==> src/rtl/pdc_pkg.sv <==
package pdc_pkg;

  // ==========================================================
  // Register byte offsets
  localparam logic [7:0] OFS_CLKDIV = 8'h00;
  localparam logic [7:0] OFS_MULT   = 8'h04;
  localparam logic [7:0] OFS_MODE   = 8'h08;
  localparam logic [7:0] OFS_FIN    = 8'h0C;
  localparam logic [7:0] OFS_STAT   = 8'h10;
  localparam logic [7:0] OFS_VCO    = 8'h14;
  localparam logic [7:0] OFS_PLLO   = 8'h18;
  localparam logic [7:0] OFS_FOSC   = 8'h1C;
  localparam logic [7:0] OFS_FCY    = 8'h20;

  // ==========================================================
  // Field positions and widths
  localparam int DOZE_LSB   = 0;
  localparam int DOZE_W     = 3;
  localparam int DOZE_ENABLE_BIT_BIT  = 3;
  localparam int ROI_BIT    = 4;
  localparam int PRE_LSB    = 8;
  localparam int PRE_W      = 5;
  localparam int POST_LSB   = 16;
  localparam int POST_W     = 2;
  localparam int MULT_LSB   = 0;
  localparam int MULT_W     = 9;
  localparam int MODE_LSB   = 0;
  localparam int MODE_W     = 3;
  localparam int PLLSEL_BIT = 3;
  localparam int BUSY_BIT   = 0;
  localparam int PEND_BIT   = 1;

  // ==========================================================
  // Ratio arithmetic
  localparam int PRE_ADD   = 2;
  localparam int POST_ADD  = 1;
  localparam int POST_MUL  = 2;
  localparam int MULT_ADD  = 2;
  localparam int FCY_SHIFT = 1;

  // Clock modes that can route the PLL output
  localparam logic [2:0] MODE_PLL_A = 3'h1;
  localparam logic [2:0] MODE_PLL_B = 3'h3;

  // ==========================================================
  // Values after reset
  localparam logic [2:0]  RST_DOZE = 3'h0;
  localparam logic [4:0]  RST_PRE  = 5'h00;
  localparam logic [1:0]  RST_POST = 2'h0;
  localparam logic [8:0]  RST_MULT = 9'h000;
  localparam logic [2:0]  RST_MODE = 3'h0;
  localparam logic [31:0] RST_FIN  = 32'h00000000;

  typedef enum logic [1:0] {
    PDC_IDLE,
    PDC_VCO,
    PDC_OUT
  } pdc_state_t;

endpackage : pdc_pkg

==> src/rtl/pdc_div_if.sv <==
interface pdc_div_if #(
  parameter int DW  = 42,
  parameter int DVW = 9
);
  logic           start;
  logic [DW-1:0]  dividend;
  logic [DVW-1:0] divisor;
  logic           done;
  logic [DW-1:0]  quotient;

  modport req (output start, output dividend, output divisor,
               input done, input quotient);
  modport srv (input start, input dividend, input divisor,
               output done, output quotient);
endinterface : pdc_div_if

==> src/rtl/pdc_divider.sv <==
module pdc_divider #(
  parameter int DW  = 42,
  parameter int DVW = 9
) (
  input wire logic pclk,
  input wire logic presetn,
  pdc_div_if.srv   div
);

  localparam int CW       = $clog2(DW + 1);
  // Start edge, DW busy edges, then done_q is seen one edge later
  localparam int DONE_LAT = DW + 1;

  logic [DVW-1:0] rem_q;
  logic [DVW-1:0] dsr_q;
  logic [DW-1:0]  quo_q;
  logic [CW-1:0]  cnt_q;
  logic           busy_q;
  logic           done_q;
  logic [DVW:0]   shifted;
  logic [DVW+1:0] diff;

  // ==========================================================
  // Restoring divide, one quotient bit per clock
  assign shifted = {rem_q, quo_q[DW-1]};
  assign diff    = {1'b0, shifted} - {2'b0, dsr_q};

  always_ff @(posedge pclk or negedge presetn) begin
    if (!presetn) begin
      rem_q  <= '0;
      dsr_q  <= '0;
      quo_q  <= '0;
      cnt_q  <= '0;
      busy_q <= 1'b0;
      done_q <= 1'b0;
    end else begin
      done_q <= 1'b0;
      if (div.start) begin
        // Operands latched so later register writes cannot skew it
        rem_q  <= '0;
        dsr_q  <= div.divisor;
        quo_q  <= div.dividend;
        cnt_q  <= CW'(DW);
        busy_q <= 1'b1;
      end else if (busy_q) begin
        if (!diff[DVW+1]) begin
          rem_q <= diff[DVW-1:0];
        end else begin
          rem_q <= shifted[DVW-1:0];
        end
        quo_q <= {quo_q[DW-2:0], ~diff[DVW+1]};
        cnt_q <= cnt_q - CW'(1);
        if (cnt_q == CW'(1)) begin
          busy_q <= 1'b0;
          done_q <= 1'b1;
        end
      end
    end
  end

  assign div.done     = done_q;
  assign div.quotient = quo_q;

  // ==========================================================
  // Checks
  property p_div_latency;
    @(posedge pclk) disable iff (!presetn)
      div.start |-> ##DONE_LAT done_q;
  endproperty
  a_div_latency: assert property (p_div_latency)
    else $error("divider result not ready on time");

endmodule : pdc_divider

==> src/rtl/pdc_top.sv <==
// Contract
// - Instruction frequency is half the oscillator frequency.
// - PLL modes with PLL selected use PLL output.
// - PLL output is input times M over N1*N2.
// - N1=pre+2, N2=2*(post+1), M=mult+2.
// - VCO is input times M over N1.
// - Doze ratio writes ignored while doze enabled.
// - Doze enable cannot set with ratio zero.
// - Interrupt with recover bit clears doze enable.
//
// Our own choices: the APB slave port and the address map.
module pdc_top (
  input  wire logic        pclk,
  input  wire logic        presetn,
  input  wire logic        psel,
  input  wire logic        penable,
  input  wire logic        pwrite,
  input  wire logic [7:0]  paddr,
  input  wire logic [31:0] pwdata,
  output logic      [31:0] prdata,
  output logic             pready,
  output logic             pslverr,
  input  wire logic        irq_async,
  output logic      [2:0]  doze_ratio_field,
  output logic             doze_active,
  output logic      [31:0] pll_output_freq,
  output logic      [31:0] sys_osc_freq,
  output logic      [31:0] instruction_cycle_freq
);

  localparam int PROD_W = 32 + pdc_pkg::MULT_W + 1;
  localparam int DVS_W  = 9;
  localparam int CHK_W  = PROD_W + DVS_W;

  // ==========================================================
  // Storage
  logic [2:0]  doze_q;
  logic [2:0]  doze_d;
  logic        doze_enable_bit_q;
  logic        doze_enable_bit_d;
  logic        roi_q;
  logic [4:0]  pre_q;
  logic [1:0]  post_q;
  logic [8:0]  mult_q;
  logic [2:0]  mode_q;
  logic        pllsel_q;
  logic [31:0] fin_q;
  logic [31:0] vco_q;
  logic [31:0] pllo_q;
  logic [31:0] fosc_q;
  logic [31:0] fosc_d;
  logic [31:0] fcy_q;
  logic [31:0] prdata_q;
  logic        pready_q;
  logic        pslverr_q;
  logic        pend_q;
  logic        irq_s1_q;
  logic        irq_s2_q;
  logic        irq_s3_q;
  logic        irq_lvl_q;
  logic        irq_evt;
  logic        acc;
  logic        wr;
  logic        cfg_wr;
  logic        pll_mode;
  logic [5:0]  prescale_ratio;
  logic [3:0]  postscale_ratio;
  logic [9:0]  feedback_mult;
  logic [8:0]  n1n2;
  logic [PROD_W-1:0] prod;

  pdc_pkg::pdc_state_t st_q;

  pdc_div_if #(.DW(PROD_W), .DVW(DVS_W)) div ();

  pdc_divider #(.DW(PROD_W), .DVW(DVS_W)) u_div (
    .pclk    (pclk),
    .presetn (presetn),
    .div     (div)
  );

  // ==========================================================
  // Decode helpers
  function automatic logic addr_hit(input logic [7:0] a);
    unique case (a)
      pdc_pkg::OFS_CLKDIV, pdc_pkg::OFS_MULT, pdc_pkg::OFS_MODE,
      pdc_pkg::OFS_FIN, pdc_pkg::OFS_STAT, pdc_pkg::OFS_VCO,
      pdc_pkg::OFS_PLLO, pdc_pkg::OFS_FOSC,
      pdc_pkg::OFS_FCY: addr_hit = 1'b1;
      default:          addr_hit = 1'b0;
    endcase
  endfunction : addr_hit

  function automatic logic [31:0] sat32(input logic [PROD_W-1:0] q);
    // Out-of-range settings pin the result rather than wrap
    if (|q[PROD_W-1:32]) begin
      sat32 = 32'hFFFFFFFF;
    end else begin
      sat32 = q[31:0];
    end
  endfunction : sat32

  // ==========================================================
  // Ratios
  assign prescale_ratio  = 6'(pre_q) + 6'(pdc_pkg::PRE_ADD);
  assign postscale_ratio = 4'(pdc_pkg::POST_MUL)
                         * (4'(post_q) + 4'(pdc_pkg::POST_ADD));
  assign feedback_mult   = 10'(mult_q) + 10'(pdc_pkg::MULT_ADD);
  assign n1n2            = 9'(prescale_ratio) * 9'(postscale_ratio);
  assign prod            = PROD_W'(fin_q) * PROD_W'(feedback_mult);

  // ==========================================================
  // APB slave, one wait state on every access
  assign acc    = psel & penable & pready_q;
  assign wr     = acc & pwrite;
  assign cfg_wr = wr & ((paddr == pdc_pkg::OFS_CLKDIV)
                      | (paddr == pdc_pkg::OFS_MULT)
                      | (paddr == pdc_pkg::OFS_FIN));

  always_ff @(posedge pclk or negedge presetn) begin
    if (!presetn) begin
      pready_q  <= 1'b0;
      pslverr_q <= 1'b0;
      prdata_q  <= 32'h00000000;
    end else begin
      pready_q  <= psel & penable & ~pready_q;
      pslverr_q <= 1'b0;
      prdata_q  <= 32'h00000000;
      if (psel & penable & ~pready_q) begin
        pslverr_q <= ~addr_hit(paddr);
        if (!pwrite) begin
          unique case (paddr)
            pdc_pkg::OFS_CLKDIV: begin
              prdata_q[pdc_pkg::DOZE_LSB +: pdc_pkg::DOZE_W] <= doze_q;
              prdata_q[pdc_pkg::DOZE_ENABLE_BIT_BIT] <= doze_enable_bit_q;
              prdata_q[pdc_pkg::ROI_BIT] <= roi_q;
              prdata_q[pdc_pkg::PRE_LSB +: pdc_pkg::PRE_W] <= pre_q;
              prdata_q[pdc_pkg::POST_LSB +: pdc_pkg::POST_W] <= post_q;
            end
            pdc_pkg::OFS_MULT:
              prdata_q[pdc_pkg::MULT_LSB +: pdc_pkg::MULT_W] <= mult_q;
            pdc_pkg::OFS_MODE: begin
              prdata_q[pdc_pkg::MODE_LSB +: pdc_pkg::MODE_W] <= mode_q;
              prdata_q[pdc_pkg::PLLSEL_BIT] <= pllsel_q;
            end
            pdc_pkg::OFS_FIN:  prdata_q <= fin_q;
            pdc_pkg::OFS_STAT: begin
              prdata_q[pdc_pkg::BUSY_BIT] <= (st_q != pdc_pkg::PDC_IDLE);
              prdata_q[pdc_pkg::PEND_BIT] <= pend_q;
            end
            pdc_pkg::OFS_VCO:  prdata_q <= vco_q;
            pdc_pkg::OFS_PLLO: prdata_q <= pllo_q;
            pdc_pkg::OFS_FOSC: prdata_q <= fosc_q;
            pdc_pkg::OFS_FCY:  prdata_q <= fcy_q;
            default:           prdata_q <= 32'h00000000;
          endcase
        end
      end
    end
  end

  // ==========================================================
  // Interrupt input synchroniser
  always_ff @(posedge pclk or negedge presetn) begin
    if (!presetn) begin
      irq_s1_q  <= 1'b0;
      irq_s2_q  <= 1'b0;
      irq_s3_q  <= 1'b0;
      irq_lvl_q <= 1'b0;
    end else begin
      irq_s1_q <= irq_async;
      irq_s2_q <= irq_s1_q;
      irq_s3_q <= irq_s2_q;
      if (irq_s2_q == irq_s3_q) begin
        irq_lvl_q <= irq_s3_q;
      end
    end
  end

  assign irq_evt = irq_s2_q & irq_s3_q & ~irq_lvl_q;

  // ==========================================================
  // Doze control
  always_comb begin
    doze_d  = doze_q;
    doze_enable_bit_d = doze_enable_bit_q;
    if (wr && paddr == pdc_pkg::OFS_CLKDIV) begin
      if (!doze_enable_bit_q) begin
        doze_d = pwdata[pdc_pkg::DOZE_LSB +: pdc_pkg::DOZE_W];
      end
      doze_enable_bit_d = pwdata[pdc_pkg::DOZE_ENABLE_BIT_BIT]
              & (doze_d != 3'h0);
    end
    // Wake-up beats a software set landing in the same cycle
    if (roi_q && irq_evt) begin
      doze_enable_bit_d = 1'b0;
    end
  end

  always_ff @(posedge pclk or negedge presetn) begin
    if (!presetn) begin
      doze_q  <= pdc_pkg::RST_DOZE;
      doze_enable_bit_q <= 1'b0;
    end else begin
      doze_q  <= doze_d;
      doze_enable_bit_q <= doze_enable_bit_d;
    end
  end

  // ==========================================================
  // Configuration registers
  always_ff @(posedge pclk or negedge presetn) begin
    if (!presetn) begin
      roi_q    <= 1'b0;
      pre_q    <= pdc_pkg::RST_PRE;
      post_q   <= pdc_pkg::RST_POST;
      mult_q   <= pdc_pkg::RST_MULT;
      mode_q   <= pdc_pkg::RST_MODE;
      pllsel_q <= 1'b0;
      fin_q    <= pdc_pkg::RST_FIN;
    end else if (wr) begin
      unique case (paddr)
        pdc_pkg::OFS_CLKDIV: begin
          roi_q  <= pwdata[pdc_pkg::ROI_BIT];
          pre_q  <= pwdata[pdc_pkg::PRE_LSB +: pdc_pkg::PRE_W];
          post_q <= pwdata[pdc_pkg::POST_LSB +: pdc_pkg::POST_W];
        end
        pdc_pkg::OFS_MULT:
          mult_q <= pwdata[pdc_pkg::MULT_LSB +: pdc_pkg::MULT_W];
        pdc_pkg::OFS_MODE: begin
          mode_q   <= pwdata[pdc_pkg::MODE_LSB +: pdc_pkg::MODE_W];
          pllsel_q <= pwdata[pdc_pkg::PLLSEL_BIT];
        end
        pdc_pkg::OFS_FIN: fin_q <= pwdata;
        default: ;
      endcase
    end
  end

  // ==========================================================
  // Frequency computation sequencer
  assign div.start    = ((st_q == pdc_pkg::PDC_IDLE) & pend_q)
                      | ((st_q == pdc_pkg::PDC_VCO) & div.done);
  assign div.dividend = prod;
  assign div.divisor  = (st_q == pdc_pkg::PDC_IDLE)
                      ? 9'(prescale_ratio) : n1n2;

  always_ff @(posedge pclk or negedge presetn) begin
    if (!presetn) begin
      pend_q <= 1'b1;
    end else if (cfg_wr) begin
      pend_q <= 1'b1;
    end else if (st_q == pdc_pkg::PDC_IDLE) begin
      pend_q <= 1'b0;
    end
  end

  always_ff @(posedge pclk or negedge presetn) begin
    if (!presetn) begin
      st_q   <= pdc_pkg::PDC_IDLE;
      vco_q  <= 32'h00000000;
      pllo_q <= 32'h00000000;
    end else begin
      unique case (st_q)
        pdc_pkg::PDC_IDLE: if (pend_q) st_q <= pdc_pkg::PDC_VCO;
        pdc_pkg::PDC_VCO: if (div.done) begin
          vco_q <= sat32(div.quotient);
          st_q  <= pdc_pkg::PDC_OUT;
        end
        pdc_pkg::PDC_OUT: if (div.done) begin
          pllo_q <= sat32(div.quotient);
          st_q   <= pdc_pkg::PDC_IDLE;
        end
      endcase
    end
  end

  // ==========================================================
  // Oscillator and instruction frequency
  assign pll_mode = (mode_q == pdc_pkg::MODE_PLL_A)
                  | (mode_q == pdc_pkg::MODE_PLL_B);
  assign fosc_d   = (pll_mode & pllsel_q) ? pllo_q : fin_q;

  always_ff @(posedge pclk or negedge presetn) begin
    if (!presetn) begin
      fosc_q <= 32'h00000000;
      fcy_q  <= 32'h00000000;
    end else begin
      fosc_q <= fosc_d;
      fcy_q  <= fosc_d >> pdc_pkg::FCY_SHIFT;
    end
  end

  assign prdata                 = prdata_q;
  assign pready                 = pready_q;
  assign pslverr                = pslverr_q;
  assign doze_ratio_field       = doze_q;
  assign doze_active            = doze_enable_bit_q;
  assign pll_output_freq        = pllo_q;
  assign sys_osc_freq           = fosc_q;
  assign instruction_cycle_freq = fcy_q;

  // ==========================================================
  // Checks
  logic [CHK_W-1:0] q_lo;
  logic [CHK_W-1:0] q_hi;
  logic [CHK_W-1:0] p_ext;
  logic [8:0]       chk_div;

  assign chk_div = (st_q == pdc_pkg::PDC_VCO) ? 9'(prescale_ratio) : n1n2;
  assign q_lo    = CHK_W'(div.quotient) * CHK_W'(chk_div);
  assign q_hi    = q_lo + CHK_W'(chk_div);
  assign p_ext   = CHK_W'(prod);

  property p_fcy_half;
    @(posedge pclk) disable iff (!presetn)
      fcy_q == (fosc_q >> 1);
  endproperty
  a_fcy_half: assert property (p_fcy_half)
    else $error("instruction frequency is not half of oscillator");

  property p_fosc_pll;
    @(posedge pclk) disable iff (!presetn)
      (pll_mode && pllsel_q) |=> fosc_q == $past(pllo_q);
  endproperty
  a_fosc_pll: assert property (p_fosc_pll)
    else $error("oscillator frequency not taken from PLL output");

  property p_pll_exact;
    @(posedge pclk) disable iff (!presetn)
      (st_q == pdc_pkg::PDC_OUT && div.done && !pend_q)
        |-> (q_lo <= p_ext) && (p_ext < q_hi);
  endproperty
  a_pll_exact: assert property (p_pll_exact)
    else $error("PLL output quotient wrong");

  property p_ratio_div;
    @(posedge pclk) disable iff (!presetn)
      (st_q == pdc_pkg::PDC_VCO && div.done)
        |-> div.divisor == 9'((pre_q + 9'd2) * 9'd2 * (post_q + 9'd1));
  endproperty
  a_ratio_div: assert property (p_ratio_div)
    else $error("prescale or postscale ratio wrong");

  property p_vco_exact;
    @(posedge pclk) disable iff (!presetn)
      (st_q == pdc_pkg::PDC_VCO && div.done && !pend_q)
        |-> (q_lo <= p_ext) && (p_ext < q_hi);
  endproperty
  a_vco_exact: assert property (p_vco_exact)
    else $error("VCO quotient wrong");

  property p_doze_hold;
    @(posedge pclk) disable iff (!presetn)
      doze_enable_bit_q |=> $stable(doze_q);
  endproperty
  a_doze_hold: assert property (p_doze_hold)
    else $error("doze ratio changed while doze enabled");

  property p_doze_enable_bit_zero;
    @(posedge pclk) disable iff (!presetn)
      $rose(doze_enable_bit_q) |-> doze_q != 3'h0 ##1 (!doze_enable_bit_q || doze_q != 3'h0);
  endproperty
  a_doze_enable_bit_zero: assert property (p_doze_enable_bit_zero)
    else $error("doze enabled with zero ratio");

  property p_roi_clear;
    @(posedge pclk) disable iff (!presetn)
      (roi_q && irq_evt) |=> !doze_enable_bit_q;
  endproperty
  a_roi_clear: assert property (p_roi_clear)
    else $error("doze not cleared on interrupt");

endmodule : pdc_top

==> config.mk <==
export PLATFORM = sky130hd
export DESIGN_NAME = pdc_top
export DESIGN_NICKNAME = d
export VERILOG_FILES = /design/src/rtl/pdc_pkg.sv /design/src/rtl/pdc_div_if.sv /design/src/rtl/pdc_divider.sv /design/src/rtl/pdc_top.sv
export SDC_FILE = /design/constraint.sdc
export NUM_CORES = 1
export LEC_CHECK = 0
export CORE_MARGIN = 10
export CORE_UTILIZATION = 40
export CTS_BUF_LIST = sky130_fd_sc_hd__clkbuf_8
export DETAILED_ROUTE_END_ITERATION = 8
export DONT_BUFFER_PORTS = 1
export GPL_TIMING_DRIVEN = 0
export SLEW_MARGIN = 20
export SYNTH_ARGS = -nofsm -noshare
export SYNTH_HDL_FRONTEND = slang
export SYNTH_SLANG_ARGS = --single-unit
==> constraint.sdc <==
create_clock -name pclk -period 7.2 [get_ports pclk]
set_clock_uncertainty 0.05 [all_clocks]
set_input_delay 0.72 -clock pclk [delete_from_list [all_inputs] [get_ports pclk]]
set_output_delay 0.72 -clock pclk [all_outputs]
set_load 0.005 [all_outputs]
# Word level (Yosys, flattened, before mapping)
# Index checks and enable logic that the tools add are counted.
# totals
reg_bits,293
elab_cells,129
out_inout_bits,134
# classes
reduce_logical,18
multipliers,2
addsub,5
bitwise,19
eq_ne,17
muxes,40
# op_table
cell,count
32-bit 2-to-1 mux,4
42-bit 2-to-1 mux,2
14-bit case mux with 5 select lines,1
32-bit by 10-bit multiplier with 42-bit output,1
9-bit 2-to-1 mux,4
8-bit by 5-bit equality test with 1-bit output (second input constant),4
4-bit case mux with 6 select lines,1
2-bit case mux with 9 select lines,1
3-bit case mux with 6 select lines,1
8-bit by 4-bit equality test with 1-bit output (second input constant),2
2-bit case mux with 8 select lines,1
3-bit case mux with 5 select lines,1
1-bit case mux with 7 select lines,2
1-bit 2-to-1 mux,13
6-bit 2-to-1 mux,2
2-bit case mux with 6 select lines,1
2-bit AND reduction,6
1-bit bitwise AND,11
10-bit by 9-bit subtractor with 11-bit output,1
9-bit by 2-bit adder with 10-bit output (second input constant),1
10-bit OR reduction,1
9-bit OR reduction,1
8-bit by 3-bit equality test with 1-bit output (second input constant),1
8-bit by 6-bit equality test with 1-bit output (second input constant),1
23 further kinds,37

# Depth between registers and ports, before layout
# logic_depth
word_depth,9
ltp_mapped,25
mapped_depth_nobuf,24

# Hierarchy
# Synthesis repeated with hierarchy kept, for this count alone.
# hier_totals
hier_cells,2352
area_unflattened_um2,22685.5
# by_module_without_submodules
mod,cells_each,n_inst,seq_area_each_um2,area_per_inst_um2
pdc_top,1988,1,4855.9,19134.6
pdc_divider,364,1,1701.6,3550.9

# Worst setup path before layout
# OpenSTA, ideal clock, no wires.
# synth_path
kind,register to register
from,register mult_q[1]
to,"register u_div.quo_q[30], in the netlist u_div.div.quotient[30]"
setup_slack_ps,1078
path_stages_with_launch,25
t_required_ps,7016
arrival_ps,5939
period_less_slack_ps,6122
cell_sequence,dfrtp_1 > ha_1 > nand3_1 > nor2_1 > xor2_1 > clkbuf_1 > nand2_1 > fa_1 > fa_1 > inv_1 > fa_1 > fa_1 > inv_1 > fa_1 > inv_1 > ha_1 > a211oi_1 > o21bai_1 > nor4_1 > o21ai_2 > a21oi_1 > o31ai_2 > a31oi_1 > xor2_1 > o21ai_0
# synth_via
elab_chain_cells,3
# synth_lines
item,line_no,source
"start, declared",pdc_top.sv:44,logic [8:0] mult_q;
"start signal, assigned",pdc_top.sv:217,mult_q <= pdc_pkg::RST_MULT;
"start signal, assigned",pdc_top.sv:229,mult_q <= pwdata[pdc_pkg::MULT_LSB +: pdc_pkg::MULT_W];
9-bit by 2-bit adder with 10-bit output,pdc_top.sv:108,assign feedback_mult = 10'(mult_q) + 10'(pdc_pkg::MULT_ADD);
32-bit by 10-bit multiplier with 42-bit output,pdc_top.sv:110,assign prod = PROD_W'(fin_q) * PROD_W'(feedback_mult);
42-bit 2-to-1 mux,pdc_divider.sv:38,if (div.start) begin
"end signal, assigned",pdc_divider.sv:42,quo_q <= div.dividend;
"end signal, assigned",pdc_divider.sv:51,"quo_q <= {quo_q[DW-2:0], ~diff[DVW+1]};"
"end, declared",pdc_divider.sv:16,logic [DW-1:0] quo_q;
# Every way passes these cells.
# A chain may end at the register's enable or synchronous reset.

# Final worst setup path
# layout_path
from,register mult_q[1]
to,"register u_div.quo_q[40], in the netlist u_div.div.quotient[40]"
# Same word-level chain as after synthesis.

==> flow_summary.ini <==
[worst_setup_path]
crit_path_max_fanout = 10
worst_path_largest_cell_delay_ns = 0.61
timing.reg2reg.worst_path_depth = 22
critical_path.startpoint_type = flip-flop
crit_path_cell_trace = ha_2, nand3_2, nor2_2, and3_1, clkbuf_2, and2_1, fa_1, fa_1, fa_1, fa_1, inv_1, fa_1, inv_1, ha_1, nand4_2, or4_1, nor3_2, nor2_1, o21ba_2, o21ai_2, nor4b_1, a211o_1
worst_r2r_endpoint = u_div.div.quotient[40]
critical-path-slowest-cell = or4_1
critical_path_class = reg2reg
worstReg2RegStart = mult_q[1]
r2r_slack_ns = 0.21
path_common_cell = fa_1
cp-end-kind = flip-flop
cp_data_arrival_time_ns = 7.41
required_ns = 7.62

[clock_network]
cts_root_buffer = clkbuf_8
cts_num_sinks = 262
tritoncts.num_buffers = 43
clockBufferDepth = 3
clock_latency_reported_for_the_late_side_of_the_worst_skew_pair_ns = 0.58
tritoncts = built
cts.reportedPaths.clkPinSlew_ns = 0.06
cts.htree.levels = 2

[synth]
synth_top_area_cell = dfrtp_1
synth-edff-count = 0
syn_area_um2 = 22700
synth_top_area_share_pct = 28.8
synth_cell_types = 65
yosys_register_bits = 262
mappedNetlistNets = 2764
synthesis.instances = 2371
ys_async_sr_fraction_pct = 100
ys_top_cells_by_area = dfrtp_1 29%, fa_1 22%, mux2_2 5.8%, ha_1 5.7%, and2_1 4.7%
prevailing_post_synth_register_cell = dfrtp_1
postSynthAreaPerCell_um2 = 9.57
yosys_warnings = 0
yosysSeqAreaShare_pct = 28.9

[global_route]
global_route.overflow_total = 0
grt_antenna_before_repair = 5
grt_pass1_wl_um = 113000
first_global_vias = 18700
grt_util_all_layers_pct = 22.0
grt_start_max_net_pins = 262

[die]
floorplan.die_area_um2 = 66600
core_area_um2 = 56300
floorplan.rows = 87
start_util_pct = 40.3
io-pin-count = 180
die_height_um = 258
die-width_um = 258

[layout]
final_core_util_pct = 44.1
multi_input_comb_area_um2 = 14500
fin_nets = 2817
fillerInstances = 5556
drive_gt1_share_pct = 11.3
area_growth_syn_to_layout_pct = 9.35
post-route-cell-area_um2 = 24800
sequential_cell_area_um2 = 6560

[placement]
place.detailed.hpwl_um = 59100
placement.setup.worst_slack_ns = -0.834
buffers_on_ports = 0
gp_congestion = 0.911
dpl_cell_area_um2 = 23600

[routing]
routedWlPerCell_um = 23.1
detailroute.via_count = 17700
post_drt_via_cell_ratio = 5.52
route.detailed.drc = 0
firstDrtPassIters = 8
dr.first_iter.drc_count = 1395
antenna_violating_nets_post_route = 0
wirelength_um = 74100

[hold_path]
min_path_type = in2async

[pwr]
maximum_vdd_drop_uv = 124
switching_share_pct = 27.0
switching_power_uw = 876
intPower_mw = 2.37
power_per_cell_area_nw_per_um2 = 131
clkPwrFrac_pct = 41.3
comb_power_share_pct = 11.0
power_leakage_nw = 12.6
share_seq_of_total_power_pct = 47.7

[timing]
fin_crit_ns = 6.99
final.period_utilization_pct = 97.1
final_hold_vio_count = 0
finalWorstSetupSlack_ns = 0.208
timing.final.max_slew_violations = 0
tightestPinTransition_ns = 1.11
hold_ws_ns = 0.0419
rsz0062_at_grt = true
maxClockFrequency_ghz = 0.143
worst_slew_margin_rel_pct = 25.6
count_of_endpoints_failing_setup_in_the_final_report = 0

[flow_run]
maxCapViolCount = 0

[status]
outcome = completed
[stage by stage]
stage	std cells	total power [mW]	setup TNS, ns
2_1_floorplan	2371	1.81	0
3_3_place_gp	3127	1.88	-14.39
3_5_place_dp	3127	1.89	-15.48
4_1_cts	3202	3.25	0
5_1_grt	3207	3.37	-0.0526
6_report	3210	3.24	0
[power groups by stage]
| stage | Clock [mW] | Combinational (mW) | Sequential (mW) |
|---|---|---|---|
| floorplan | 0 | 0.247 | 1.56 |
| global placement | 0 | 0.305 | 1.57 |
| detailed placement | 0 | 0.316 | 1.57 |
| CTS | 1.35 | 0.351 | 1.55 |
| global route | 1.42 | 0.398 | 1.55 |
| finish | 1.34 | 0.357 | 1.55 |
[layout make-up]
class / instances / share of cell area (%)
Clock inverter: 18 / 0.454
Buffer: 175 / 3.36
Timing Repair Buffer: 8 / 0.464
Multi-Input combinational cell: 1670 / 58.4
Antenna cell: 3 / 0.0303
Tap cell: 756 / 3.81
Inverter: 264 / 4.00
Clock buffer: 54 / 3.00
Sequential cell: 262 / 26.5
[metal layers]
metal	wire (um)	vias up	track usage, %	share of wire [%]
li1	-	7801	-	-
met1	30900	9157	28.5	42
met2	34500	646	35.4	47
met3	6490	123	6.10	8.8
met4	2260	0	6.44	3.1
met5	0	-	0	0
[registers in the layout (all words and copies together) (netlist names), 2 cells and up]
register / cells
u_div.cnt_q: 6
doze_ratio_field: 3
sys_osc_freq: 31
mode_q: 3
vco_q: 32
pll_output_freq: 32
mult_q: 9
u_div.div.quotient: 42
u_div.dsr_q: 9
prdata: 32
pre_q: 5
st_q: 2
post_q: 2
u_div.rem_q: 9
fin_q: 32
[worst max-delay path by stage]
stage                     startpoint                     end
final                      mult_q[1]  u_div.div.quotient[40]
after global routing       mult_q[5]  u_div.div.quotient[40]
after CTS                  mult_q[1]  u_div.div.quotient[40]
after detailed placement   mult_q[1]  u_div.div.quotient[29]
after global placement     mult_q[1]  u_div.div.quotient[29]
after floorplan            mult_q[1]  u_div.div.quotient[30]
[layout by cell type, fill, tap and decap left out, drive strengths merged, types with 9 or more instances in the layout]
cell / synthesis / routed
fa: 244 / 244
nand2b: 40 / 40
nor2b: 11 / 11
buf: 54 / 61
a21oi: 141 / 141
nor2: 135 / 135
xor2: 29 / 29
and3: 12 / 12
xnor2: 27 / 27
nand3: 21 / 21
mux2: 116 / 116
a22o: 9 / 9
a21o: 25 / 25
a222oi: 21 / 21
dfrtp: 261 / 261
ha: 103 / 103
a31oi: 17 / 17
and2: 171 / 171
nor3: 16 / 16
o21bai: 13 / 13
a221oi: 15 / 15
inv: 263 / 276
mux2i: 50 / 50
nand2: 262 / 262
a211oi: 10 / 10
clkbuf: 121 / 175
o21ai: 104 / 104
[kinds of logic (layout without fill, tap and decap cells)]
group | Yosys count | in the layout | share of synthesized area, %
DFF | 262 | 262 | 28.9
AOI/OAI and AO/OA | 393 | 393 | 10.7
muxes | 166 | 166 | 7.97
buffers and inverters | 439 | 519 | 7.84
adders and majority gates | 347 | 347 | 27.2
and+or+nand+nor | 707 | 707 | 15.2
other | 1 | 4 | 0.0165
xor gates and xnor gates | 56 | 56 | 2.16
[worst max-delay path, delay by kind of cell (launching register included)]
kind / cells / cell delay (ns)
fa+ha+maj: 7 / 3.06
simple gates: 9 / 2.18
compound gates: 3 / 0.73
flops: 1 / 0.47
buf+inv: 3 / 0.37
[cells in the mapped netlist (14+ instances only)]
library cell and instances:
inv_1 263, nand2_1 262, dfrtp_1 261, fa_1 244, and2_1 171, a21oi_1 141, nor2_1 134, clkbuf_1 121
mux2_2 116, ha_1 103, o21ai_0 97, mux2i_1 50, nand2b_1 40, buf_4 33, xor2_1 29, xnor2_1 27
a21o_1 25, a222oi_1 21, nand3_1 21, a31oi_1 17, buf_1 16, a221oi_1 14
[what timing repair did]
item | CTS | global route
buffers inserted | 1 | 4
pin swaps | 1 | 2
resized for setup | 34 | 29
endpoints found under the setup margin | 29 | 20
hold buffers | 2 | 0
hold endpoints to repair | 261 | 0
Power figures use the tool's default switching activity.
